==> src/design/msr_defs.svh <==
// register map, field positions, reset values and counts of the memory select and refresh block
`ifndef MSR_DEFS_SVH
`define MSR_DEFS_SVH

`define MSR_OFS_REFRESH_WAIT 8'h1f
`define MSR_OFS_REFRESH_INTERVAL 8'h23
`define MSR_OFS_REFRESH_PENDING 8'h24
`define MSR_OFS_REFRESH_CONTROL 8'h25
`define MSR_OFS_RAM_LOW 8'h2e
`define MSR_OFS_RAM_UPPER 8'h2f
`define MSR_OFS_ROM_LOW 8'h30
`define MSR_OFS_ROM_UPPER 8'h31
`define MSR_OFS_ROM_MODE 8'h32
`define MSR_OFS_RAM_MODE 8'hd3

`define MSR_RST_REFRESH_WAIT 8'hff
`define MSR_RST_REFRESH_INTERVAL 8'h00
`define MSR_RST_REFRESH_CONTROL 8'h00
`define MSR_RST_RAM_LOW 8'h0f
`define MSR_RST_RAM_UPPER 8'h00
`define MSR_RST_ROM_LOW 8'h08
`define MSR_RST_ROM_UPPER 8'h00
`define MSR_RST_MODE 8'hff

`define MSR_SIZE_RNG 3:0
`define MSR_LOWBASE_RNG 7:4
`define MSR_ADDR_UP_RNG 23:16
`define MSR_ADDR_LO_RNG 15:12
`define MSR_ADDR_CMP_RNG 23:12
`define MSR_SEL_ENABLE_BIT 7
`define MSR_REF_ENABLE_BIT 7
`define MSR_BURST_RNG 5:0
`define MSR_T1_RNG 7:5
`define MSR_T2_RNG 4:3
`define MSR_T3_RNG 2:0

`define MSR_SIZE_LAST 4'hb
`define MSR_SIZE_ALL 4'hf
`define MSR_CMP_LINES 12
`define MSR_PEND_MAX 8'hff
`define MSR_INTERVAL_ZERO_CYCLES 10'h3ff
`define MSR_INTERVAL_SHIFT 2
`define MSR_BURST_ZERO_LEN 7'h40

`endif

==> src/design/msr_pkg.sv <==
// types shared by the memory select and refresh block
package msr_pkg;
  typedef struct packed {
    logic [2:0] t1;
    logic [1:0] t2;
    logic [2:0] t3;
  } msr_wait_t;
  typedef struct packed {
    logic valid;
    logic [6:0] burst_len;
    msr_wait_t waits;
  } msr_refresh_req_t;
  typedef struct packed {
    logic write;
    logic [7:0] data;
  } msr_load_t;
endpackage

==> src/design/msr_refresh.sv <==
// refresh request timer and pending request counter
`timescale 1ns/10ps
`include "msr_defs.svh"
module msr_refresh #(
  parameter int PEND_W = 8
) (
  input wire logic mclk,
  input wire logic nrst,
  input wire logic enable,
  input wire logic [7:0] interval,
  input wire msr_pkg::msr_load_t pend_load,
  input wire logic burst_done,
  output logic request_tick,
  output logic [PEND_W-1:0] pending
);
  import msr_pkg::*;

  generate
    if (PEND_W != 8)
    begin : g_bad_width
      $error("msr_refresh supports only an 8-bit pending counter");
    end
  endgenerate

  logic [9:0] interval_count;
  logic [9:0] next_reload;

  function automatic logic [9:0] reload_of(input logic [7:0] n);
    if (n == 8'h00)
    begin
      reload_of = `MSR_INTERVAL_ZERO_CYCLES;
    end
    else
    begin
      reload_of = 10'({n, 2'b00} - 10'h001);
    end
  endfunction

  always_comb
  begin
    next_reload = reload_of(interval);
  end

  // counts 4*n cycles, or 1024 for n = 0, only while enabled
  always_ff @(posedge mclk or negedge nrst)
  begin
    if (!nrst)
    begin
      interval_count <= `MSR_INTERVAL_ZERO_CYCLES;
      request_tick <= 1'b0;
    end
    else if (!enable)
    begin
      interval_count <= next_reload;
      request_tick <= 1'b0;
    end
    else if (interval_count == 10'h000)
    begin
      interval_count <= next_reload;
      request_tick <= 1'b1;
    end
    else
    begin
      interval_count <= interval_count - 10'h001;
      request_tick <= 1'b0;
    end
  end

  // a software load is taken first, then the hardware step is applied on top
  logic [7:0] base;
  logic inc;
  logic dec;
  always_comb
  begin
    base = pend_load.write ? pend_load.data : pending;
    inc = request_tick && (base != `MSR_PEND_MAX);
    dec = burst_done && (base != 8'h00);
  end

  always_ff @(posedge mclk or negedge nrst)
  begin
    if (!nrst)
    begin
      pending <= 8'h00;
    end
    else if (!enable)
    begin
      pending <= 8'h00;
    end
    else if (inc && !dec)
    begin
      pending <= base + 8'h01;
    end
    else if (dec && !inc)
    begin
      pending <= base - 8'h01;
    end
    else
    begin
      pending <= base;
    end
  end
endmodule

==> src/design/msr_top.sv <==
// memory chip select decoder with refresh request generator and register port
// Behaviour
// - both windows compare the upper base byte with A[23:16] and the low base nibble with A[15:12].
// - the size code is bits 3:0 of the low base register and the low base nibble is bits 7:4.
// - size codes 0 to 11 compare A[23] only up to A[23:12], one more line per code.
// - ram size code 1111 selects ram for every address not selected by rom.
// - a refresh request is issued every 4*n clocks, with n = 0 giving 1024 clocks.
// - refresh requests are made only while the refresh enable bit 7 is set.
// - the pending count steps up per request, stops at 255 and drops further requests.
// - the pending count steps down per finished refresh burst.
// - while refresh is disabled the pending count is held at zero and stays readable.
// - the burst field gives 1 to 64 transactions per request, zero meaning 64.
// - refresh transactions carry 0 to 7 t1 waits from wait register bits 7:5.
// - refresh transactions carry 0 to 3 t2 waits from wait register bits 4:3.
// - refresh transactions carry 0 to 7 t3 waits from wait register bits 2:0.
// - rom select asserts on a match only while the rom select enable bit is set.
// - ram select asserts on a match only while the ram select enable bit is set.
`timescale 1ns/10ps
`include "msr_defs.svh"
module msr_top #(
  parameter int ADDR_W = 24,
  parameter int REG_ADDR_W = 8
) (
  input wire logic mclk,
  input wire logic nrst,
  input wire logic [REG_ADDR_W-1:0] reg_addr,
  input wire logic [7:0] reg_wdata,
  input wire logic reg_write,
  input wire logic reg_read,
  output logic [7:0] reg_rdata,
  input wire logic [ADDR_W-1:0] proc_addr,
  output logic ram_select_n,
  output logic rom_select_n,
  output msr_pkg::msr_refresh_req_t refresh_req,
  output logic refresh_tick,
  input wire logic refresh_burst_done
);
  import msr_pkg::*;

  generate
    if (ADDR_W != 24 || REG_ADDR_W != 8)
    begin : g_bad_param
      $error("msr_top needs a 24-bit address bus and an 8-bit register address");
    end
  endgenerate

  logic [7:0] refresh_wait;
  logic [7:0] refresh_interval;
  logic [7:0] refresh_control;
  logic [7:0] refresh_pending_count;
  logic [7:0] ram_base_low_size;
  logic [7:0] ram_base_upper;
  logic [7:0] rom_base_low_size;
  logic [7:0] rom_base_upper;
  logic [7:0] rom_mode;
  logic [7:0] ram_mode;

  function automatic logic hit(input logic [7:0] a, input logic [7:0] ofs);
    hit = (a == ofs);
  endfunction

  function automatic logic wr_hit(input logic we, input logic [7:0] a, input logic [7:0] ofs);
    wr_hit = we && hit(a, ofs);
  endfunction

  // mask over A[23:12]; code k keeps the top k+1 lines
  function automatic logic [11:0] cmp_mask(input logic [3:0] code);
    logic [11:0] m;
    m = 12'h000;
    for (int i = 0; i < `MSR_CMP_LINES; i++)
    begin
      if (i >= (`MSR_CMP_LINES - 1 - int'(code)))
      begin
        m[i] = 1'b1;
      end
    end
    cmp_mask = m;
  endfunction

  // reserved codes never match; their behaviour is left open to software
  function automatic logic window_match(
    input logic [23:0] a,
    input logic [7:0] upper,
    input logic [7:0] low_size
  );
    logic [11:0] base;
    logic [11:0] diff;
    base = {upper, low_size[`MSR_LOWBASE_RNG]};
    diff = (a[`MSR_ADDR_CMP_RNG] ^ base) & cmp_mask(low_size[`MSR_SIZE_RNG]);
    if (low_size[`MSR_SIZE_RNG] > `MSR_SIZE_LAST)
    begin
      window_match = 1'b0;
    end
    else
    begin
      window_match = (diff == 12'h000);
    end
  endfunction

  // refresh wait register
  always_ff @(posedge mclk or negedge nrst)
  begin
    if (!nrst)
    begin
      refresh_wait <= `MSR_RST_REFRESH_WAIT;
    end
    else if (wr_hit(reg_write, reg_addr, `MSR_OFS_REFRESH_WAIT))
    begin
      refresh_wait <= reg_wdata;
    end
  end

  // refresh interval register
  always_ff @(posedge mclk or negedge nrst)
  begin
    if (!nrst)
    begin
      refresh_interval <= `MSR_RST_REFRESH_INTERVAL;
    end
    else if (wr_hit(reg_write, reg_addr, `MSR_OFS_REFRESH_INTERVAL))
    begin
      refresh_interval <= reg_wdata;
    end
  end

  // refresh control; bit 6 is not stored and reads as zero
  always_ff @(posedge mclk or negedge nrst)
  begin
    if (!nrst)
    begin
      refresh_control <= `MSR_RST_REFRESH_CONTROL;
    end
    else if (wr_hit(reg_write, reg_addr, `MSR_OFS_REFRESH_CONTROL))
    begin
      refresh_control <= {reg_wdata[`MSR_REF_ENABLE_BIT], 1'b0, reg_wdata[`MSR_BURST_RNG]};
    end
  end

  // ram window low base and size
  always_ff @(posedge mclk or negedge nrst)
  begin
    if (!nrst)
    begin
      ram_base_low_size <= `MSR_RST_RAM_LOW;
    end
    else if (wr_hit(reg_write, reg_addr, `MSR_OFS_RAM_LOW))
    begin
      ram_base_low_size <= reg_wdata;
    end
  end

  // ram window upper base
  always_ff @(posedge mclk or negedge nrst)
  begin
    if (!nrst)
    begin
      ram_base_upper <= `MSR_RST_RAM_UPPER;
    end
    else if (wr_hit(reg_write, reg_addr, `MSR_OFS_RAM_UPPER))
    begin
      ram_base_upper <= reg_wdata;
    end
  end

  // rom window low base and size
  always_ff @(posedge mclk or negedge nrst)
  begin
    if (!nrst)
    begin
      rom_base_low_size <= `MSR_RST_ROM_LOW;
    end
    else if (wr_hit(reg_write, reg_addr, `MSR_OFS_ROM_LOW))
    begin
      rom_base_low_size <= reg_wdata;
    end
  end

  // rom window upper base
  always_ff @(posedge mclk or negedge nrst)
  begin
    if (!nrst)
    begin
      rom_base_upper <= `MSR_RST_ROM_UPPER;
    end
    else if (wr_hit(reg_write, reg_addr, `MSR_OFS_ROM_UPPER))
    begin
      rom_base_upper <= reg_wdata;
    end
  end

  // rom mode register; only bit 7 steers this block, the rest is kept for software
  always_ff @(posedge mclk or negedge nrst)
  begin
    if (!nrst)
    begin
      rom_mode <= `MSR_RST_MODE;
    end
    else if (wr_hit(reg_write, reg_addr, `MSR_OFS_ROM_MODE))
    begin
      rom_mode <= reg_wdata;
    end
  end

  // ram mode register; same split between bit 7 and software bits
  always_ff @(posedge mclk or negedge nrst)
  begin
    if (!nrst)
    begin
      ram_mode <= `MSR_RST_MODE;
    end
    else if (wr_hit(reg_write, reg_addr, `MSR_OFS_RAM_MODE))
    begin
      ram_mode <= reg_wdata;
    end
  end

  // chip select decode, registered so the pins never glitch
  logic rom_hit;
  logic ram_hit;
  logic next_rom_sel;
  logic next_ram_sel;

  always_comb
  begin
    rom_hit = window_match(proc_addr, rom_base_upper, rom_base_low_size);
    ram_hit = window_match(proc_addr, ram_base_upper, ram_base_low_size);
    next_rom_sel = rom_mode[`MSR_SEL_ENABLE_BIT] && rom_hit;
    if (ram_base_low_size[`MSR_SIZE_RNG] == `MSR_SIZE_ALL)
    begin
      next_ram_sel = ram_mode[`MSR_SEL_ENABLE_BIT] && !next_rom_sel;
    end
    else
    begin
      next_ram_sel = ram_mode[`MSR_SEL_ENABLE_BIT] && ram_hit;
    end
  end

  always_ff @(posedge mclk or negedge nrst)
  begin
    if (!nrst)
    begin
      rom_select_n <= 1'b1;
      ram_select_n <= 1'b1;
    end
    else
    begin
      rom_select_n <= !next_rom_sel;
      ram_select_n <= !next_ram_sel;
    end
  end

  // refresh generator
  msr_load_t pend_load;
  logic refresh_enable;

  always_comb
  begin
    refresh_enable = refresh_control[`MSR_REF_ENABLE_BIT];
    pend_load.write = wr_hit(reg_write, reg_addr, `MSR_OFS_REFRESH_PENDING);
    pend_load.data = reg_wdata;
  end

  msr_refresh #(
    .PEND_W(8)
  ) u_refresh (
    .mclk(mclk),
    .nrst(nrst),
    .enable(refresh_enable),
    .interval(refresh_interval),
    .pend_load(pend_load),
    .burst_done(refresh_burst_done),
    .request_tick(refresh_tick),
    .pending(refresh_pending_count)
  );

  // burst description towards the external bus logic
  logic [6:0] next_burst_len;

  always_comb
  begin
    if (refresh_control[`MSR_BURST_RNG] == 6'h00)
    begin
      next_burst_len = `MSR_BURST_ZERO_LEN;
    end
    else
    begin
      next_burst_len = {1'b0, refresh_control[`MSR_BURST_RNG]};
    end
  end

  // valid stands while any request is pending; lags the counter by one cycle
  always_ff @(posedge mclk or negedge nrst)
  begin
    if (!nrst)
    begin
      refresh_req <= '0;
    end
    else
    begin
      refresh_req.valid <= refresh_enable && (refresh_pending_count != 8'h00);
      refresh_req.burst_len <= next_burst_len;
      refresh_req.waits.t1 <= refresh_wait[`MSR_T1_RNG];
      refresh_req.waits.t2 <= refresh_wait[`MSR_T2_RNG];
      refresh_req.waits.t3 <= refresh_wait[`MSR_T3_RNG];
    end
  end

  // read port: data in the cycle after the strobe, zero otherwise
  logic [7:0] next_rdata;

  always_comb
  begin
    case (reg_addr)
      `MSR_OFS_REFRESH_WAIT: next_rdata = refresh_wait;
      `MSR_OFS_REFRESH_INTERVAL: next_rdata = refresh_interval;
      `MSR_OFS_REFRESH_PENDING: next_rdata = refresh_pending_count;
      `MSR_OFS_REFRESH_CONTROL: next_rdata = refresh_control;
      `MSR_OFS_RAM_LOW: next_rdata = ram_base_low_size;
      `MSR_OFS_RAM_UPPER: next_rdata = ram_base_upper;
      `MSR_OFS_ROM_LOW: next_rdata = rom_base_low_size;
      `MSR_OFS_ROM_UPPER: next_rdata = rom_base_upper;
      `MSR_OFS_ROM_MODE: next_rdata = rom_mode;
      `MSR_OFS_RAM_MODE: next_rdata = ram_mode;
      default: next_rdata = 8'h00;
    endcase
  end

  always_ff @(posedge mclk or negedge nrst)
  begin
    if (!nrst)
    begin
      reg_rdata <= 8'h00;
    end
    else if (reg_read)
    begin
      reg_rdata <= next_rdata;
    end
    else
    begin
      reg_rdata <= 8'h00;
    end
  end
endmodule

==> config.mk <==
export PLATFORM = sky130hd
export DESIGN_NAME = msr_top
export DESIGN_NICKNAME = d
export VERILOG_FILES = /design/src/design/msr_pkg.sv /design/src/design/msr_refresh.sv /design/src/design/msr_top.sv
export VERILOG_INCLUDE_DIRS = /design/src /design/src/design
export SDC_FILE = /design/constraint.sdc
export NUM_CORES = 1
export LEC_CHECK = 0
export ABC_AREA = 1
export BUFFER_PORTS_ARGS = -buffer_cell sky130_fd_sc_hd__buf_2
export CORE_MARGIN = 2
export CORE_UTILIZATION = 30
export CTS_CLUSTER_DIAMETER = 30
export DETAILED_ROUTE_END_ITERATION = 8
export PLACE_DENSITY = 0.54
export SYNTH_ARGS = -nofsm -noshare
export SYNTH_HDL_FRONTEND = slang
export SYNTH_SLANG_ARGS = --single-unit
==> constraint.sdc <==
create_clock -name mclk -period 4.6 [get_ports mclk]
set_clock_uncertainty 0.05 [all_clocks]
set_input_delay 0.92 -clock mclk [delete_from_list [all_inputs] [get_ports mclk]]
set_output_delay 0.92 -clock mclk [all_outputs]
set_load 0.02 [all_outputs]
Word-level counts from Yosys, hierarchy flattened
Cells that the tools add are included.
- add/subtract/negate cells: 6
- magnitude comparators: 26
- equality and inequality tests: 12
- mux-type cells: 39
- bitwise operators: 4
- reductions and logical operators: 29
- operators by type and width (kind ; number):
    $pmux W8 S10 ; 1
    $eq A8 B6 Y1 const B ; 8
    $ge A4 B5 Y1 const A ; 8
    $ge A5 B5 Y1 const A ; 8
    $mux W8 ; 5
    $mux W10 ; 3
    $mux W1 ; 29
    $and A12 B12 Y12 ; 2
    $logic_not A12 Y1 ; 2
    $xor A12 B12 Y12 ; 2
    $ge A3 B5 Y1 const A ; 4
    $sub A10 B1 Y10 const B ; 2
    $logic_and A1 B1 Y1 ; 18
    $reduce_bool A8 Y1 ; 2
    $ge A1 B5 Y1 const A ; 2
    $ge A2 B5 Y1 const A ; 2
    $logic_not A10 Y1 ; 1
    $sub A4 B4 Y5 const A ; 2
    $add A8 B1 Y8 const B ; 1
    $eq A8 B5 Y1 const B ; 1
    $eq A8 B8 Y1 const B ; 1
    $gt A4 B4 Y1 const B ; 2
    $logic_not A8 Y1 ; 1
    $ne A8 B8 Y1 const B ; 1
    other kinds (5) ; 8
- register bits: 116
- input bits: 45
- output and inout bits: 27

Logic depth before layout (Yosys ltp)
- word-level depth: 11
- gate-level depth with buffers: 18
- depth with buffers taken out: 18

Modules after synthesis
From an unflattened synthesis, not the netlist that was laid out.
- cells, all modules: 966
- area, all modules: 7180.6 um^2
- modules (own cells, without submodules) (module ; instances ; cells each ; area an instance (um^2) ; seq. area each (um^2)):
    msr_top ; 1 ; 682 ; 5367.6 ; 2466.1
    msr_refresh ; 1 ; 284 ; 1813.0 ; 488.0

Worst setup path after synthesis
Ideal clock, no wire load.
- path kind: input-to-reg
- start point: input port reg_addr[6]
- end point: register u_refresh.pending[4]
- arrival: 2.798 ns
- data required time: 4.432 ns
- path slack: 1.634 ns
- stages: 17
- cell sequence: inv_1 > nand2_1 > nor2_8 > nand2_2 > nor2_1 > nand2_1 > o21ai_2 > inv_2 > ha_1 > nand3_1 > nor2_2 > a21oi_4 > nand2_4 > inv_2 > nand2_1 > nand2_1 > a21oi_2
- word-level cells in the longest chain between the ends: 10
- elaborated cells on any way between the ends: 16
- RTL lines (item ; RTL line ; source):
    from (decl) ; msr_top.sv:26 ; input wire logic [REG_ADDR_W-1:0] reg_addr,
    $eq A8 B6 Y1 (*) ; msr_top.sv:59 ; hit = (a == ofs);
    $logic_and A1 B1 Y1 (*) ; msr_top.sv:63 ; wr_hit = we && hit(a, ofs);
    $mux W8 (*) ; msr_refresh.sv:75 ; base = pend_load.write ? pend_load.data : pending;
    branches (longest 5 deep; another with $sub A8 B1 Y8) ; - ;
    $mux W8 (*) ; msr_refresh.sv:90 ; else if (inc && !dec)
    $mux W8 (*) ; msr_refresh.sv:86 ; else if (!enable)
    to (signal assigned) ; msr_refresh.sv:92 ; pending <= base + 8'h01;
    to (signal assigned) ; msr_refresh.sv:96 ; pending <= base - 8'h01;
    to (signal assigned) ; msr_refresh.sv:100 ; pending <= base;
    to (decl) ; msr_refresh.sv:14 ; output logic [PEND_W-1:0] pending
Every way passes the cells marked *.
A chain may end at the register's enable or synchronous reset.

Worst setup path in the final report
- start point: input port reg_addr[0]
- end point: register u_refresh.pending[6]
Same word-level chain as after synthesis.

==> impl_metrics.csv <==
group,metric,value,unit
route,routed_wl,19500,µm
synthesis,yosysWarnings,0,
clocking,cts_buffers,17,
cells_and_area,largest-register,"refresh_req",
synthesis,ys_seq_area_frac,0.4336,
critical_path,crit_family,"simple AND/OR/NAND/NOR gates",
critical_path,cp-start-kind,"input port",
timing,finalSetupViolations,0,
clocking,cts-resized-gates,0,
critical_path,crit_path_cell_trace,"buf_2 -> inv_1 -> nand2_1 -> nor2_4 -> nand2_2 -> nor2_1 -> nand2_1 -> o21ai_2 -> inv_2 -> ha_1 -> nand3_1 -> nor2_2 -> a21oi_4 -> nand2_4 -> inv_2 -> nand2_1 -> nand2_1 -> a21oi_1",
critical_path,arrival,3480,ps
route,antenna_left,0,
placement,dpl_cell_area,0.007361,mm²
placement,post-place-ws,956.8,ps
synthesis,synthesis.area,0.006813,mm²
placement,gp_congestion,0.8969,
cells_and_area,area_growth,17.56,%
route,drtPass1Iterations,5,
floorplanning,die_height,154.7,µm
floorplanning,fp.dieW,154.7,µm
grt,grt_util_all_layers,0.1681,
floorplanning,dieArea,0.02393,mm²
run_status,status,"complete, no violations",
clocking,clk_pin_slew,50,ps
clocking,clk_latency,420,ps
timing,fin_ws,1374,ps
timing,worst_pin_slew,879.0,ps
grt,grt_max_degree,53,
synthesis,synth_top_area_frac,0.2755,
synthesis,synth_area_leaders,"dfrtp_1 28%, dfstp_2 16%, nand2_1 12%",
synthesis,synth-edff-count,0,
timing,post-route-period-util,0.7012,
grt,overflow,0,
synthesis,async_flop_share,1.000,
cells_and_area,num_antenna_cells,0,
cells_and_area,finalInstanceArea,0.008009,mm²
critical_path,r2r-start,"ram_base_low_size[2]$_DFFE_PN1P_",
clocking,clk_path_buf_depth,2,
synthesis,synth_nets,934,
cells_and_area,final-instance-count-excl-fill,1220,
route,drc,0,
timing,hold_violations,0,
placement,port_buffers,59,
clocking,cts_tree,"done",
route,vias,5945,
cells_and_area,top_regs,"refresh_req: 16 flops, u_refresh.interval_count: 10 flops",
critical_path,cp_max_fo,12,
critical_path,cp_data_required_time,4850,ps
critical_path,cp_common_cell,"nand2_1",
critical_path,crit_start,"reg_addr[0]",
critical_path,cp.depth,18,
cells_and_area,seq_area,0.002954,mm²
timing,fmax,310.0,MHz
critical_path,cpPeakStageDelay,360,ps
placement,hpwlAfterDp,14620,µm
synthesis,synth_cell_types,48,
critical_path,end_kind,"flip-flop",
cells_and_area,fin_nets,988,
min_path,hp-class,"reg2reg",
synthesis,ys.flop_type,"dfrtp_1",
critical_path,worst-path-buf-inv,4,
power_and_ir_drop,power_per_cell_area,357.0,mW/mm²
power_and_ir_drop,p_leak,3.825,nW
flow_run,max-cap-violations,0,
synthesis,synth_seq_cells,116,
synthesis,synth_common_cells,"223 x nand2_1, 111 x o21ai_0, 97 x inv_1",
synthesis,avgSynthCellArea,7.849,µm²
power_and_ir_drop,ir_drop,0.2110,mV
cells_and_area,final_layout_size_suffix_gt1_frac,0.1914,
critical_path,r2r_slack,2070,ps
grt,grt_pass1_wl,30920,µm
route,first_iter_violations,480,
floorplanning,io_pins,72,
cells_and_area,fill_cells,2346,
critical_path,crit_path_end,"u_refresh.pending[6]$_DFF_PN0_",
floorplanning,initial_core_util,0.3037,
floorplanning,rows,55,
critical_path,reg2reg_depth,12,
route,vias_per_cell,4.873,
timing,setup_tns,0,ps
timing,rsz0062_at_grt,"false",
cells_and_area,multiInputGateArea,0.003321,mm²
placement,placed_cells,1188,
power_and_ir_drop,report.power.total,0.002859,W
clocking,ctsHoldBuffers,0,
clocking,h-tree-depth,4,
route,routedWlPerCell,15.98,µm
synthesis,synth_area_leader_cell,"dfrtp_1",
synthesis,synthMostInstantiatedCell,"nand2_1",
timing,relSlewSlack,0.4119,
critical_path,reg2reg_to,"ram_select_n$_DFF_PN1_",
grt,antenna_found_initial,0,
synthesis,syn_inst,868,
timing,fin_crit,3226,ps
timing,final_max_slew_viol_count,0,
floorplanning,core_area,0.02243,mm²
critical_path,critical_path_class,"in2reg",
critical_path,crit_slowest_cell,"a21oi_4",
grt,first_global_vias,5475,
clocking,cts_setup_buffers,0,
cells_and_area,largest_reg_flops,16,
clocking,cts-root-buf,"clkbuf_16",
clocking,cts_sinks,116,
==> metrics by stage <==
step                      hold slack [ps]  utilization
after floorplan                     345.9            -
after global placement              354.1       0.3281
after detailed placement            350.1       0.3281
after CTS                           364.0       0.3570
after global routing                371.0       0.3570
final                               359.7       0.3570
==> power breakdown <==
group | switching, W | internal [W]
Clock | 0.000485 | 0.000977
Sequential | 0.0000462 | 0.00109
Combinational | 0.000175 | 0.0000834
Total | 0.000706 | 0.00215
==> cell type report <==
cell class,count,share of cell area
inverter,109,0.05109
tap,285,0.04452
sequential,116,0.3688
timing repair buffer,62,0.03999
clock inverter,12,0.02515
clock buffer,20,0.05577
multi-input combinational,616,0.4146
==> kinds of logic (layout without fill, tap and decap cells) <==
group	count (synthesis)	after routing	share of synthesized area
xor gates and xnor gates	30	30	0.03857
AOI/OAI and AO/OA	172	172	0.1458
DFF	116	116	0.4336
buffers and inverters	136	203	0.07897
and+or+nand+nor	393	393	0.2645
adders and majority gates	21	21	0.03857
==> cell usage in the layout, fill, tap and decap left out, types with 3 or more instances in the layout <==
master / netlist / routed
a211oi_1: 7 / 7
a21oi_1: 13 / 13
a221oi_1: 7 / 7
a31oi_1: 4 / 4
buf_2: 4 / 58
buf_4: 0 / 4
bufinv_16: 0 / 5
clkbuf_16: 0 / 17
clkinv_1: 8 / 8
dfrtp_1: 75 / 75
dfstp_2: 41 / 41
ha_1: 21 / 21
inv_1: 97 / 97
inv_2: 4 / 4
nand2_1: 223 / 223
nand2_2: 15 / 15
nand2_4: 3 / 3
nand3_1: 35 / 35
nand3_2: 3 / 3
nand4_1: 27 / 27
nand4_2: 3 / 3
nor2_1: 55 / 55
nor2_2: 5 / 5
nor2_4: 4 / 4
nor3_1: 7 / 7
nor4_1: 7 / 7
o211ai_1: 6 / 6
o21ai_0: 111 / 111
o22ai_1: 8 / 8
xor2_1: 28 / 28
==> metal layers <==
layer,vias to the layer above,part of all wire,track usage
met5,-,0,0
met4,0,0.027,0.06481
met3,34,0.043,0.03446
met2,154,0.46,0.2672
met1,2787,0.47,0.2256
li1,2970,-,-
==> worst min-delay path by stage <==
stage	start	to	slack, ps	depth (start not counted)
finish	refresh_control[0]$_DFFE_PN0P_	refresh_req[8]$_DFF_PN0_	360	0
floorplan	refresh_wait[0]$_DFFE_PN1P_	refresh_req[0]$_DFF_PN0_	350	0
CTS	refresh_control[1]$_DFFE_PN0P_	refresh_req[9]$_DFF_PN0_	360	0
global route	refresh_wait[1]$_DFFE_PN1P_	refresh_req[1]$_DFF_PN0_	370	0
global placement	refresh_wait[1]$_DFFE_PN1P_	refresh_req[1]$_DFF_PN0_	350	0
detailed placement	refresh_control[1]$_DFFE_PN0P_	refresh_req[9]$_DFF_PN0_	350	0
Note: power is estimated with default switching activity, not from simulation.
